`src/rtl/dmac_pkg.sv`:
```
// Shared constants and types for the DMA channel and its link partner
package dmac_pkg;

	// ****************************************
	// Register byte offsets
	// ****************************************
	localparam logic [11:0] OFF_CTRL = 12'h000;
	localparam logic [11:0] OFF_SRC_ADDR = 12'h004;
	localparam logic [11:0] OFF_DST_ADDR = 12'h008;
	localparam logic [11:0] OFF_ITEM_ADDR = 12'h00C;
	localparam logic [11:0] OFF_IRQ_STAT = 12'h010;
	localparam logic [11:0] OFF_IRQ_MASK = 12'h014;
	localparam logic [11:0] OFF_CTL_HIGH = 12'h074;
	localparam logic [11:0] OFF_CFG_LOW = 12'h098;
	localparam logic [11:0] OFF_CFG_HIGH = 12'h09C;

	// ****************************************
	// Reset values
	// ****************************************
	localparam logic [31:0] RST_CTL_HIGH = 32'h0000_0000;
	localparam logic [31:0] RST_CFG_LOW = 32'h0000_0E20;

	// ****************************************
	// Field positions
	// ****************************************
	localparam int CTL_DONE_BIT = 12;
	localparam int CTL_CNT_W = 10;
	localparam int CFG_SRC_POL_BIT = 19;
	localparam int CFG_DST_POL_BIT = 18;
	localparam int CFG_SRC_SEL_BIT = 11;
	localparam int CFG_DST_SEL_BIT = 10;
	localparam int CFG_EMPTY_BIT = 9;
	localparam int CFG_SUSP_BIT = 8;
	localparam int CFG_RANK_LSB = 5;
	localparam int CFGH_SRC_PORT_LSB = 7;
	localparam int CFGH_DST_PORT_LSB = 11;
	localparam int CTRL_EN_BIT = 0;
	localparam int CTRL_WB_BIT = 1;
	localparam int CTRL_SRC_MEM_BIT = 2;
	localparam int CTRL_DST_MEM_BIT = 3;
	localparam int CTRL_FLOW_LSB = 4;
	localparam int CTRL_WIDTH_LSB = 6;
	localparam int CTRL_SW_SRC_BIT = 9;
	localparam int CTRL_SW_DST_BIT = 10;
	localparam int IRQ_BLOCK_BIT = 0;
	localparam int IRQ_WB_BIT = 1;

	// ****************************************
	// Counts and codes
	// ****************************************
	localparam logic [9:0] CNT_MAX = 10'h3FF;
	localparam logic [2:0] ITEM_SIZE = 3'h2;
	localparam int HW_REQ_N = 16;
	localparam int MEM_DEPTH = 16;

	typedef enum logic [1:0] {
		FLOW_DMA = 2'h0,
		FLOW_SRC = 2'h1,
		FLOW_DST = 2'h2,
		FLOW_RSVD = 2'h3
	} dmac_flow_e;

	typedef enum logic [3:0] {
		ST_IDLE = 4'h1,
		ST_READ = 4'h2,
		ST_WRITE = 4'h4,
		ST_WBACK = 4'h8
	} dmac_state_e;

endpackage

```
`src/rtl/dmac_link_if.sv`:
```
// Link between the DMA channel and the peripheral/memory side
`timescale 1ns/1ps
`default_nettype none
interface dmac_link_if;
	logic [15:0] hw_src_req;
	logic [15:0] hw_dst_req;
	logic src_last;
	logic dst_last;
	logic bus_req;
	logic [2:0] bus_rank;
	logic bus_gnt;
	logic m_valid;
	logic m_write;
	logic [2:0] m_size;
	logic [31:0] m_addr;
	logic [31:0] m_wdata;
	logic s_ready;
	logic [31:0] s_rdata;

	modport dev (
		input hw_src_req, hw_dst_req, src_last, dst_last, bus_gnt, s_ready, s_rdata,
		output bus_req, bus_rank, m_valid, m_write, m_size, m_addr, m_wdata
	);
	modport peer (
		output hw_src_req, hw_dst_req, src_last, dst_last, bus_gnt, s_ready, s_rdata,
		input bus_req, bus_rank, m_valid, m_write, m_size, m_addr, m_wdata
	);
endinterface
`default_nettype wire

```
`src/rtl/dmac_req_sel.sv`:
```
// Request path selection for one side of the channel
`timescale 1ns/1ps
`default_nettype none
module dmac_req_sel (
	input wire logic [15:0] hw_req,
	input wire logic [3:0] port_number,
	input wire logic polarity,
	input wire logic path_select,
	input wire logic sw_req,
	input wire logic is_mem,
	output logic req
);
	always_comb begin
		if (is_mem) begin
			req = 1'b1;
		end else if (path_select) begin
			req = sw_req;
		end else begin
			req = hw_req[port_number] ^ polarity;
		end
	end
endmodule
`default_nettype wire

```
`src/rtl/dmac_channel.sv`:
```
// DMA channel: APB registers, request handling, transfer engine, write-back
// Operation
// - Write-back puts done-flagged control word into item
// - Item accesses are aligned fixed 32-bit words
// - Software clears item done flags before enabling
// - DMA flow: perform programmed count of beats
// - Count readback shows items read from source
// - Peripheral flow: count readback saturates at 1023
// - Source polarity bit: 0 high, 1 low
// - Destination polarity bit: 0 high, 1 low
// - Source path select: hardware or software requests
// - Destination path select: hardware or software requests
// - FIFO empty bit reflects channel buffer contents
// - Suspend stops source reads until cleared
// - Software suspends, waits empty, then disables
// - Rank field orders channels, seven highest
// - Software keeps rank within zero to two
// - Hardware source uses numbered request line
`timescale 1ns/1ps
`default_nettype none
module dmac_channel
	import dmac_pkg::*;
(
	input wire logic core_clk,
	input wire logic resetn,
	input wire logic clk_en,
	input wire logic psel,
	input wire logic penable,
	input wire logic pwrite,
	input wire logic [11:0] paddr,
	input wire logic [31:0] pwdata,
	output logic [31:0] prdata,
	output logic pready,
	output logic pslverr,
	output logic irq,
	output logic block_done,
	dmac_link_if.dev link
);

	// ****************************************
	// Registers
	// ****************************************
	logic enable_reg, wb_en_reg, src_mem_reg, dst_mem_reg, sw_src_reg, sw_dst_reg;
	logic [1:0] flow_reg;
	logic [2:0] width_reg;
	logic done_reg;
	logic [9:0] block_size_reg;
	logic src_pol_reg, dst_pol_reg, src_sel_reg, dst_sel_reg, suspend_reg;
	logic [2:0] rank_reg;
	logic [3:0] src_port_reg, dst_port_reg;
	logic [31:0] src_addr_reg, dst_addr_reg, item_addr_reg;
	logic [1:0] irq_stat_reg, irq_mask_reg;
	logic [9:0] cnt_reg;
	logic started_reg, last_reg, hold_valid_reg;
	logic [31:0] hold_reg;
	dmac_state_e state_reg;

	logic acc, wr, rd;
	logic [31:0] rd_value;
	logic start, finish, src_req, dst_req, want_rd, want_wr;
	logic [9:0] count_view;
	logic [31:0] step;
	logic [31:0] ctl_high_word;
	logic [1:0] irq_set;

	function automatic logic is_mapped(input logic [11:0] a);
		is_mapped = (a == OFF_CTRL) || (a == OFF_SRC_ADDR) || (a == OFF_DST_ADDR) ||
			(a == OFF_ITEM_ADDR) || (a == OFF_IRQ_STAT) || (a == OFF_IRQ_MASK) ||
			(a == OFF_CTL_HIGH) || (a == OFF_CFG_LOW) || (a == OFF_CFG_HIGH);
	endfunction

	function automatic logic wr_to(input logic [11:0] a, input logic [11:0] off);
		wr_to = (a == off);
	endfunction

	assign acc = psel && penable && pready;
	assign wr = acc && pwrite;
	assign rd = acc && !pwrite;
	assign start = wr && wr_to(paddr, OFF_CTRL) && pwdata[CTRL_EN_BIT] && !enable_reg;
	assign count_view = started_reg ? cnt_reg : block_size_reg;
	assign ctl_high_word = {19'h0, done_reg, 2'h0, count_view};
	assign step = 32'h1 << width_reg;

	// ****************************************
	// Request paths
	// ****************************************
	dmac_req_sel u_src_sel (
		.hw_req(link.hw_src_req),
		.port_number(src_port_reg),
		.polarity(src_pol_reg),
		.path_select(src_sel_reg),
		.sw_req(sw_src_reg),
		.is_mem(src_mem_reg),
		.req(src_req)
	);
	dmac_req_sel u_dst_sel (
		.hw_req(link.hw_dst_req),
		.port_number(dst_port_reg),
		.polarity(dst_pol_reg),
		.path_select(dst_sel_reg),
		.sw_req(sw_dst_reg),
		.is_mem(dst_mem_reg),
		.req(dst_req)
	);

	// Suspend only blocks source reads; buffered data still drains
	assign want_rd = enable_reg && !hold_valid_reg && !suspend_reg && !last_reg && src_req;
	assign want_wr = enable_reg && hold_valid_reg && dst_req;

	// ****************************************
	// APB read mux and answer
	// ****************************************
	always_comb begin
		rd_value = 32'h0;
		unique case (paddr)
			OFF_CTRL: rd_value = {21'h0, sw_dst_reg, sw_src_reg, width_reg, flow_reg,
				dst_mem_reg, src_mem_reg, wb_en_reg, enable_reg};
			OFF_SRC_ADDR: rd_value = src_addr_reg;
			OFF_DST_ADDR: rd_value = dst_addr_reg;
			OFF_ITEM_ADDR: rd_value = item_addr_reg;
			OFF_IRQ_STAT: rd_value = {30'h0, irq_stat_reg};
			OFF_IRQ_MASK: rd_value = {30'h0, irq_mask_reg};
			OFF_CTL_HIGH: rd_value = ctl_high_word;
			OFF_CFG_LOW: rd_value = {12'h0, src_pol_reg, dst_pol_reg, 6'h0, src_sel_reg, dst_sel_reg,
				!hold_valid_reg, suspend_reg, rank_reg, 5'h0};
			OFF_CFG_HIGH: rd_value = {17'h0, dst_port_reg, src_port_reg, 7'h0};
			default: rd_value = 32'h0;
		endcase
	end

	always_ff @(posedge core_clk or negedge resetn) begin
		if (!resetn) begin
			prdata <= 32'h0;
			pready <= 1'b0;
			pslverr <= 1'b0;
		end else if (clk_en) begin
			pready <= psel && !penable;
			pslverr <= psel && !penable && !is_mapped(paddr);
			if (psel && !penable) begin
				prdata <= rd_value;
			end
		end
	end

	// ****************************************
	// Software registers
	// ****************************************
	always_ff @(posedge core_clk or negedge resetn) begin
		if (!resetn) begin
			{enable_reg, wb_en_reg, src_mem_reg, dst_mem_reg, sw_src_reg, sw_dst_reg} <= 6'h0;
			flow_reg <= FLOW_DMA;
			width_reg <= 3'h0;
			block_size_reg <= RST_CTL_HIGH[CTL_CNT_W-1:0];
			src_pol_reg <= RST_CFG_LOW[CFG_SRC_POL_BIT];
			dst_pol_reg <= RST_CFG_LOW[CFG_DST_POL_BIT];
			src_sel_reg <= RST_CFG_LOW[CFG_SRC_SEL_BIT];
			dst_sel_reg <= RST_CFG_LOW[CFG_DST_SEL_BIT];
			suspend_reg <= RST_CFG_LOW[CFG_SUSP_BIT];
			rank_reg <= RST_CFG_LOW[CFG_RANK_LSB+:3];
			src_port_reg <= 4'h0;
			dst_port_reg <= 4'h0;
			item_addr_reg <= 32'h0;
			irq_mask_reg <= 2'h0;
		end else if (clk_en) begin
			if (finish) begin
				enable_reg <= 1'b0;
			end
			if (wr) begin
				unique case (paddr)
					OFF_CTRL: begin
						enable_reg <= pwdata[CTRL_EN_BIT];
						wb_en_reg <= pwdata[CTRL_WB_BIT];
						src_mem_reg <= pwdata[CTRL_SRC_MEM_BIT];
						dst_mem_reg <= pwdata[CTRL_DST_MEM_BIT];
						flow_reg <= pwdata[CTRL_FLOW_LSB+:2];
						width_reg <= pwdata[CTRL_WIDTH_LSB+:3];
						sw_src_reg <= pwdata[CTRL_SW_SRC_BIT];
						sw_dst_reg <= pwdata[CTRL_SW_DST_BIT];
					end
					OFF_ITEM_ADDR: item_addr_reg <= {pwdata[31:2], 2'h0};
					OFF_IRQ_MASK: irq_mask_reg <= pwdata[1:0];
					OFF_CTL_HIGH: block_size_reg <= pwdata[CTL_CNT_W-1:0];
					OFF_CFG_LOW: begin
						src_pol_reg <= pwdata[CFG_SRC_POL_BIT];
						dst_pol_reg <= pwdata[CFG_DST_POL_BIT];
						src_sel_reg <= pwdata[CFG_SRC_SEL_BIT];
						dst_sel_reg <= pwdata[CFG_DST_SEL_BIT];
						suspend_reg <= pwdata[CFG_SUSP_BIT];
						rank_reg <= pwdata[CFG_RANK_LSB+:3];
					end
					OFF_CFG_HIGH: begin
						src_port_reg <= pwdata[CFGH_SRC_PORT_LSB+:4];
						dst_port_reg <= pwdata[CFGH_DST_PORT_LSB+:4];
					end
					default: ;
				endcase
			end
		end
	end

	// ****************************************
	// Done flag and interrupts
	// ****************************************
	assign irq_set[IRQ_BLOCK_BIT] = finish;
	assign irq_set[IRQ_WB_BIT] = finish && (state_reg == ST_WBACK);

	always_ff @(posedge core_clk or negedge resetn) begin
		if (!resetn) begin
			done_reg <= RST_CTL_HIGH[CTL_DONE_BIT];
			irq_stat_reg <= 2'h0;
			irq <= 1'b0;
			block_done <= 1'b0;
		end else if (clk_en) begin
			// A set in the same cycle as a clear or write is kept
			if (wr && wr_to(paddr, OFF_CTL_HIGH)) begin
				done_reg <= pwdata[CTL_DONE_BIT] || finish;
			end else if (finish) begin
				done_reg <= 1'b1;
			end
			// Only bits that were returned by the read get cleared
			if (rd && wr_to(paddr, OFF_IRQ_STAT)) begin
				irq_stat_reg <= (irq_stat_reg & ~prdata[1:0]) | irq_set;
			end else begin
				irq_stat_reg <= irq_stat_reg | irq_set;
			end
			irq <= |(irq_stat_reg & irq_mask_reg);
			block_done <= finish;
		end
	end

	// ****************************************
	// Transfer engine
	// ****************************************
	always_comb begin
		finish = 1'b0;
		if (link.s_ready && link.m_valid) begin
			if (state_reg == ST_WBACK) begin
				finish = 1'b1;
			end else if (state_reg == ST_WRITE && !wb_en_reg &&
				(last_reg || (flow_reg == FLOW_DST && link.dst_last))) begin
				finish = 1'b1;
			end
		end
	end

	always_ff @(posedge core_clk or negedge resetn) begin
		if (!resetn) begin
			state_reg <= ST_IDLE;
			link.m_valid <= 1'b0;
			link.m_write <= 1'b0;
			link.m_size <= 3'h0;
			link.m_addr <= 32'h0;
			link.m_wdata <= 32'h0;
			link.bus_req <= 1'b0;
			link.bus_rank <= RST_CFG_LOW[CFG_RANK_LSB+:3];
			src_addr_reg <= 32'h0;
			dst_addr_reg <= 32'h0;
			cnt_reg <= 10'h0;
			started_reg <= 1'b0;
			last_reg <= 1'b0;
			hold_valid_reg <= 1'b0;
			hold_reg <= 32'h0;
		end else if (clk_en) begin
			link.bus_rank <= rank_reg;
			if (wr && wr_to(paddr, OFF_SRC_ADDR)) begin
				src_addr_reg <= pwdata;
			end
			if (wr && wr_to(paddr, OFF_DST_ADDR)) begin
				dst_addr_reg <= pwdata;
			end
			if (start) begin
				cnt_reg <= 10'h0;
				started_reg <= 1'b1;
				last_reg <= 1'b0;
			end
			unique case (state_reg)
				ST_IDLE: begin
					link.bus_req <= want_rd || want_wr;
					if (link.bus_req && link.bus_gnt && want_wr) begin
						link.m_valid <= 1'b1;
						link.m_write <= 1'b1;
						link.m_size <= width_reg;
						link.m_addr <= dst_addr_reg;
						link.m_wdata <= hold_reg;
						state_reg <= ST_WRITE;
					end else if (link.bus_req && link.bus_gnt && want_rd) begin
						link.m_valid <= 1'b1;
						link.m_write <= 1'b0;
						link.m_size <= width_reg;
						link.m_addr <= src_addr_reg;
						state_reg <= ST_READ;
					end
				end
				ST_READ: begin
					if (link.s_ready) begin
						link.m_valid <= 1'b0;
						hold_reg <= link.s_rdata;
						hold_valid_reg <= 1'b1;
						if (flow_reg == FLOW_DMA || cnt_reg != CNT_MAX) begin
							cnt_reg <= cnt_reg + 10'h1;
						end
						if ((flow_reg == FLOW_DMA && cnt_reg + 10'h1 >= block_size_reg) ||
							(flow_reg == FLOW_SRC && link.src_last)) begin
							last_reg <= 1'b1;
						end
						if (src_mem_reg) begin
							src_addr_reg <= src_addr_reg + step;
						end
						state_reg <= ST_IDLE;
					end
				end
				ST_WRITE: begin
					if (link.s_ready) begin
						link.m_valid <= 1'b0;
						hold_valid_reg <= 1'b0;
						if (dst_mem_reg) begin
							dst_addr_reg <= dst_addr_reg + step;
						end
						state_reg <= ST_IDLE;
						if (last_reg || (flow_reg == FLOW_DST && link.dst_last)) begin
							last_reg <= 1'b0;
							if (wb_en_reg) begin
								link.m_valid <= 1'b1;
								link.m_write <= 1'b1;
								link.m_size <= ITEM_SIZE;
								link.m_addr <= item_addr_reg;
								link.m_wdata <= ctl_high_word | (32'h1 << CTL_DONE_BIT);
								state_reg <= ST_WBACK;
							end
						end
					end
				end
				ST_WBACK: begin
					if (link.s_ready) begin
						link.m_valid <= 1'b0;
						state_reg <= ST_IDLE;
					end
				end
			endcase
		end
	end

endmodule
`default_nettype wire

```
`src/flat_wrapper.sv`:
```
// flat-port wrapper written by rule: the top's interface ports become plain ports
module dmac_channel_flat import dmac_pkg::*;
  (core_clk, resetn, clk_en, psel, penable, pwrite, paddr, pwdata, prdata, pready, pslverr, irq, block_done, link_hw_src_req, link_hw_dst_req, link_src_last, link_dst_last, link_bus_gnt, link_s_ready, link_s_rdata, link_bus_req, link_bus_rank, link_m_valid, link_m_write, link_m_size, link_m_addr, link_m_wdata);
  dmac_link_if link_i ();
  input wire logic core_clk;
  input wire logic resetn;
  input wire logic clk_en;
  input wire logic psel;
  input wire logic penable;
  input wire logic pwrite;
  input wire logic [11:0] paddr;
  input wire logic [31:0] pwdata;
  output logic [31:0] prdata;
  output logic pready;
  output logic pslverr;
  output logic irq;
  output logic block_done;
  input wire logic [$bits(link_i.hw_src_req)-1:0] link_hw_src_req;
  input wire logic [$bits(link_i.hw_dst_req)-1:0] link_hw_dst_req;
  input wire logic [$bits(link_i.src_last)-1:0] link_src_last;
  input wire logic [$bits(link_i.dst_last)-1:0] link_dst_last;
  input wire logic [$bits(link_i.bus_gnt)-1:0] link_bus_gnt;
  input wire logic [$bits(link_i.s_ready)-1:0] link_s_ready;
  input wire logic [$bits(link_i.s_rdata)-1:0] link_s_rdata;
  output wire logic [$bits(link_i.bus_req)-1:0] link_bus_req;
  output wire logic [$bits(link_i.bus_rank)-1:0] link_bus_rank;
  output wire logic [$bits(link_i.m_valid)-1:0] link_m_valid;
  output wire logic [$bits(link_i.m_write)-1:0] link_m_write;
  output wire logic [$bits(link_i.m_size)-1:0] link_m_size;
  output wire logic [$bits(link_i.m_addr)-1:0] link_m_addr;
  output wire logic [$bits(link_i.m_wdata)-1:0] link_m_wdata;
  assign link_i.hw_src_req = link_hw_src_req;
  assign link_i.hw_dst_req = link_hw_dst_req;
  assign link_i.src_last = link_src_last;
  assign link_i.dst_last = link_dst_last;
  assign link_i.bus_gnt = link_bus_gnt;
  assign link_i.s_ready = link_s_ready;
  assign link_i.s_rdata = link_s_rdata;
  assign link_bus_req = link_i.bus_req;
  assign link_bus_rank = link_i.bus_rank;
  assign link_m_valid = link_i.m_valid;
  assign link_m_write = link_i.m_write;
  assign link_m_size = link_i.m_size;
  assign link_m_addr = link_i.m_addr;
  assign link_m_wdata = link_i.m_wdata;
  dmac_channel u_core (.core_clk(core_clk), .resetn(resetn), .clk_en(clk_en), .psel(psel), .penable(penable), .pwrite(pwrite), .paddr(paddr), .pwdata(pwdata), .prdata(prdata), .pready(pready), .pslverr(pslverr), .irq(irq), .block_done(block_done), .link(link_i));
endmodule
```
`config.mk`:
```
export PLATFORM = sky130hd
export DESIGN_NAME = dmac_channel_flat
export DESIGN_NICKNAME = d
export VERILOG_FILES = /design/src/rtl/dmac_pkg.sv /design/src/rtl/dmac_link_if.sv /design/src/rtl/dmac_req_sel.sv /design/src/rtl/dmac_channel.sv /design/src/flat_wrapper.sv
export SDC_FILE = /design/constraint.sdc
export NUM_CORES = 1
export LEC_CHECK = 0
export ABC_AREA = 0
export ABC_CLOCK_PERIOD_IN_PS = 4190
export BUFFER_PORTS_ARGS = -buffer_cell sky130_fd_sc_hd__buf_2
export CORE_ASPECT_RATIO = 0.5
export CORE_UTILIZATION = 58
export DETAILED_ROUTE_END_ITERATION = 8
export PLACE_DENSITY = 0.9
export SLEW_MARGIN = 20
export SYNTH_ARGS = -nofsm -noshare
export SYNTH_HDL_FRONTEND = slang
export SYNTH_SLANG_ARGS = --single-unit
```
`constraint.sdc`:
```
create_clock -name core_clk -period 4.19 [get_ports core_clk]
set_input_delay 0.6285 -clock core_clk [delete_from_list [all_inputs] [get_ports core_clk]]
set_output_delay 0.6285 -clock core_clk [all_outputs]
set_load 0.01 [all_outputs]
```
Word level (Yosys, flattened, before mapping). Index checks and enable logic that the tools add are counted.

Add/subtract/negate cells: 3. $lt $le $gt $ge: 3. Equal/unequal tests: 22. Shift operators: 1. Mux-type cells: 76. Bitwise gates (word level): 7. Reduce and logical (&&, ||, !) cells: 72.

Operators with widths (number): $mux 32 (17); $pmux 32 s9 (1); $pmux 32 s2 (2); $add 32x32->32 (2); $mux 10 (5); $shl 1x3->32 const A (1); $mux 1 (31); $logic_and 1x1->1 (29); $eq 12x4->1 const B (2); $eq 12x5->1 const B (2); $eq 12x8->1 const B (2); $mux 4 (6); $reduce_and 3->1 (7); $mux 3 (5); $logic_or 1x1->1 (13); $eq 12x3->1 const B (1); $eq 12x7->1 const B (1); $logic_not 12->1 (1); $pmux 4 s3 (1); $reduce_and 6->1 (2); $add 10x1->10 const B (1); $ge 10x10->1 (1); $lt 4x5->1 const B (2); $ne 10x10->1 const B (1); other kinds (24) (48).

Bits in registers: 294. Bits of input ports: 118. Output and inout port bits: 109. Logic and storage cells: 225.

Logic depth before layout (Yosys ltp).
Depth in word-level cells: 11. Gate-level depth with buffers: 14. Mapped depth without buffers: 12.

Hierarchy. A second synthesis with hierarchy kept.

Cell total of the unflattened synthesis: 1719. Area total of the unflattened synthesis: 16314.4 sq um.

Modules (own cells, without submodules): dmac_channel (times used 1, cells an instance 1689, area each 15951.5 sq um, sequential area each 7363.3 sq um); dmac_req_sel (times used 2, cells an instance 15, area each 181.4 sq um, sequential area each 0.0 sq um).

Worst setup path after synthesis. OpenSTA, ideal clock, no wires.

Kind: register to register. Start: register u_core.width_reg[0]. End: register u_core.src_addr_reg[9]. Setup time: 0.137 ns. Arrival time: 3.085 ns. Path slack: 0.968 ns. Stages on the path, launching flop included: 14. Path buffers: 2. Period minus slack after synthesis: 3.222 ns. Cells stage by stage: dfrtp_1 clkbuf_1 or3b_2 inv_1 ha_1 a21o_1 a21oi_1 o211ai_1 a31o_2 a21oi_1 clkbuf_1 o21ai_0 a21oi_1 a21oi_1.

Longest elaborated chain between the ends: 5.

Ends and longest elaborated chain: from (decl) (line dmac_channel.sv:45) `logic [2:0] width_reg;`; from (signal assigned) (line dmac_channel.sv:176) `width_reg <= pwdata[CTRL_WIDTH_LSB+:3];`; $shl 1x3->32 (line dmac_channel.sv:82) `assign step = 32'h1 << width_reg;`; $add 32x32->32 (line dmac_channel.sv:307) `src_addr_reg <= src_addr_reg + step;`; $mux 32 (line dmac_channel.sv:306) `if (src_mem_reg) begin`; $mux 32 (line dmac_channel.sv:295) `if (link.s_ready) begin`; $mux 32 (line dmac_channel.sv:276) `unique case (state_reg)`; to (signal assigned) (line dmac_channel.sv:266) `src_addr_reg <= pwdata;`; to (signal assigned) (line dmac_channel.sv:307); to (decl) (line dmac_channel.sv:51) `logic [31:0] src_addr_reg, dst_addr_reg, item_addr_reg;`.

No other way between the ends. A chain may end at the register's enable or synchronous reset.

Worst setup path after layout.
Start: register u_core.width_reg[2]. End: register u_core.src_addr_reg[26].

Same word-level chain as after synthesis.

==> impl_results.md <==
- Biggest area consumer among synthesized cells: dfrtp_1
- Critical Path AT: 3.86 ns
- Status: complete, no violations
- Die ar.: 0.0278 sq mm
- Crit path time final: 3.44 ns
- Worst Max-Slew Pin Slew: 1.03 ns
- DR WL met2: 21.2 mm
- WL met3: 5.58 mm
- Post-Synth Adder-Cell Area: 2.40%
- Crit share post-route: 82.1%
- Routability cong.: 1.02
- Syn avg cell area: 9.36 sq um
- #FFs+latches synth: 294
- Final Slew Violations: 0
- Mapped cell area: 0.0157 sq mm
- Multi-input gate area: 0.00777 sq mm
- Via count of the first global-routing pass: 13900
- Peak VDD IR: 313 uV
- Max-cap violations: 0
- # DRC: 0
- Post-DRT Antenna Nets: 0
- CP Capture Type: flop
- Final TNS setup: 0 ns
- CTS HTree Levels: 1
- Max-slew headroom: 30.3%
- Unique cell type count in the Yosys netlist: 80
- Setup violators final: 0
- Die H: 118 microns
- Fill cell count: 2077
- Nets: 2012
- Skew final: 0.0226 ns
- # resized after CTS: 0
- Max frequency: 291 MHz
- FFs w/ async S/R, synth: 100%
- Setup CP Type: reg -> reg
- DP Cell Count: 2189
- FF-to-FF path depth: 10
- CTS root buf: clkbuf_16
- Mux cell area share after synthesis: 8.99%
- Net Count, Synth: 1827
- Via density: 6.53
- Layout cells sized above 1: 21.1%
- M1 wire length: 19.3 mm
- Core Area: 0.0265 sq mm
- Worst-path clk slew: 0.07 ns
- Yosys top cell area share: 46.0%
- Critical path capture point: u_core.src_addr_reg[26]$_DFFE_PN0P_
- RR Endpoint: u_core.src_addr_reg[26]$_DFFE_PN0P_
- Initial antenna violation count: 1
- IO Pins: 227
- Hold Buf Count CTS: 0
- Post-Synthesis Cells: 1680
- Seq. cell area: 0.00736 sq mm
- Finished Layout Cells: 2236
- Leakage: 8.87 nW
- Initial DRC count: 2427
- Max Used Layer: met4
- Clock tree buffer depth: 3
- Compound-Gate Fraction of Synth Area: 21.2%
- Hold crit path type: in -> async
- Skew-Pair Late Insertion Delay: 0.56 ns
- Largest cells by area after synthesis: dfrtp_1 (46%), nand2_1 (6.8%), o21ai_0 (4.3%), mux2i_1 (4.3%), mux2_2 (4.2%)
- WHS: 0.140 ns
- Post-CTS setup buffer count: 0
- Largest net degree at the start of global routing: 111
- Placement Setup Slack: 0.884 ns
- Ys Warns: 0
- Post-synth EDFFs: 0
- Post-Synth XOR/XNOR Area: 1.17%
- CTS Sinks: 294
- CTS tree: built
- Critical path peak fanout: 11
- # rows: 42
- Critical Path RT: 4.61 ns
- Routed WL per cell: 21.4 microns
- Critical path startpoint: u_core.width_reg[2]$_DFFE_PN0P_
- GRT overflow: 0
- Fin. Hold Viols: 0
- Layout area overhead: 15.0%
- CTS buffer count: 26
- Post-synthesis sequential area ratio: 46.8%
- Largest family of logic cells by synthesized area: compound AO/OA/AOI/OAI gates
- R2R Path Start: u_core.width_reg[2]$_DFFE_PN0P_
- P per Cell Area: 360 mW/mm^2
- Overall routing resource usage: 34.4%
- Buffers on Ports: 226
- Ys flop type: dfrtp_1
- Routed wire length: 47.9 mm
- R2r setup slk: 0.75 ns
- Simple-Gate Fraction of Synth Area: 15.5%
- Via count: 14600
- Initial Util: 59.3%
- Worst setup SP type: flop
- Setup WS post-layout: 0.749 ns
- Global-route wire length before repair: 75.7 mm
- DRT Pass-1 Iters: 7
- Die width: 235 microns
- DP Area: 0.0172 sq mm
- Detailed Place HPWL: 32.7 mm
- Post-route design area: 0.0181 sq mm
- RSZ-0062 raised after global routing: false
how the worst min path moves through the flow:
stage,start,end,cells past startpoint
finish,resetn,u_core.prdata[20]$_DFFE_PN0P_,1
global placement,u_core.link.m_addr[28]$_DFFE_PN0P_,u_core.link.m_addr[28]$_DFFE_PN0P_,1
detailed placement,u_core.link.m_addr[28]$_DFFE_PN0P_,u_core.link.m_addr[28]$_DFFE_PN0P_,1
global route,resetn,u_core.prdata[20]$_DFFE_PN0P_,1
CTS,resetn,u_core.prdata[20]$_DFFE_PN0P_,1
floorplan,resetn,u_core.block_done$_DFFE_PN0P_,0
per-layer routing:
layer	up-vias	GRT usage (%)
met5	-	0
met4	0	14.1
met3	161	8.64
met2	962	52.3
met1	6982	47.5
li1	6489	-
per-stage QoR:
| stage | power [W] | utilization (%) |
|---|---|---|
| 2_1_floorplan | 0.00367 | - |
| 3_3_place_gp | 0.00398 | 64.8 |
| 3_5_place_dp | 0.00402 | 64.8 |
| 4_1_cts | 0.00651 | 68.1 |
| 5_1_grt | 0.00675 | 68.1 |
| 6_report | 0.00651 | 68.1 |
report_power, final:
part / internal, W / switching (W) / leakage [nW]
sequential: 0.00303 / 0.000151 / 3.94
combinational: 0.000294 / 0.000509 / 4.50
clock: 0.00140 / 0.00113 / 0.433
kinds of logic after synthesis:
| group | Yosys count |
|---|---|
| flops | 294 |
| compound gates | 508 |
| mux | 129 |
| buf+inv | 149 |
| simple gates | 550 |
| xor+xnor | 21 |
| fa+ha+maj | 29 |
placed cells by master, fill, tap and decap left out, drive strengths merged, types with 15 or more instances in the layout:
| cell type | count |
|---|---|
| o22ai | 37 |
| ha | 27 |
| a221oi | 15 |
| a21oi | 101 |
| a211oi | 42 |
| nand3 | 36 |
| dfrtp | 289 |
| nor3 | 16 |
| buf | 265 |
| clkbuf | 32 |
| mux2i | 67 |
| nor2 | 123 |
| a222oi | 21 |
| o21ai | 150 |
| inv | 41 |
| and3 | 23 |
| mux2 | 58 |
| a21o | 41 |
| nand2 | 283 |
synthesized netlist by cell type, types with 8 or more instances:
master      n
dfrtp_1   289
nand2_1   283
o21ai_0   135
nor2_1    123
a21oi_1   100
clkbuf_1   73
mux2i_1    67
mux2_2     58
a211oi_1   42
a21o_1     41
inv_1      40
o22ai_1    37
nand3_1    36
ha_1       27
and3_1     23
a222oi_1   21
buf_2      17
a221oi_1   15
nor3_1     15
o21ai_1    13
xnor2_1    13
nand2b_1   12
o211ai_1   11
a22oi_1    10
o32ai_1    10
buf_1       9
nand4_1     9
xor2_1      8
cell type report:
type                            instances  share of cell area (%)
Antenna cell                            1                  0.0138
Inverter                               41                   0.851
Multi-Input combinational cell       1237                    43.0
Tap cell                              352                    2.44
Timing Repair Buffer                  265                    8.14
Sequential cell                       294                    40.7
Clock inverter                         14                   0.879
Clock buffer                           32                    3.95
worst max-delay path, cell delays in order (launching register included):
cell,delay (ns)
dfrtp_1,0.49
or3b_2,0.57
fa_1,0.49
nor2b_1,0.12
o21ai_0,0.09
a21boi_0,0.24
o21ai_0,0.15
a21oi_1,0.47
o21ai_0,0.34
nor4_1,0.29
a211oi_1,0.07
No activity file was read; power rests on OpenSTA's default activity.
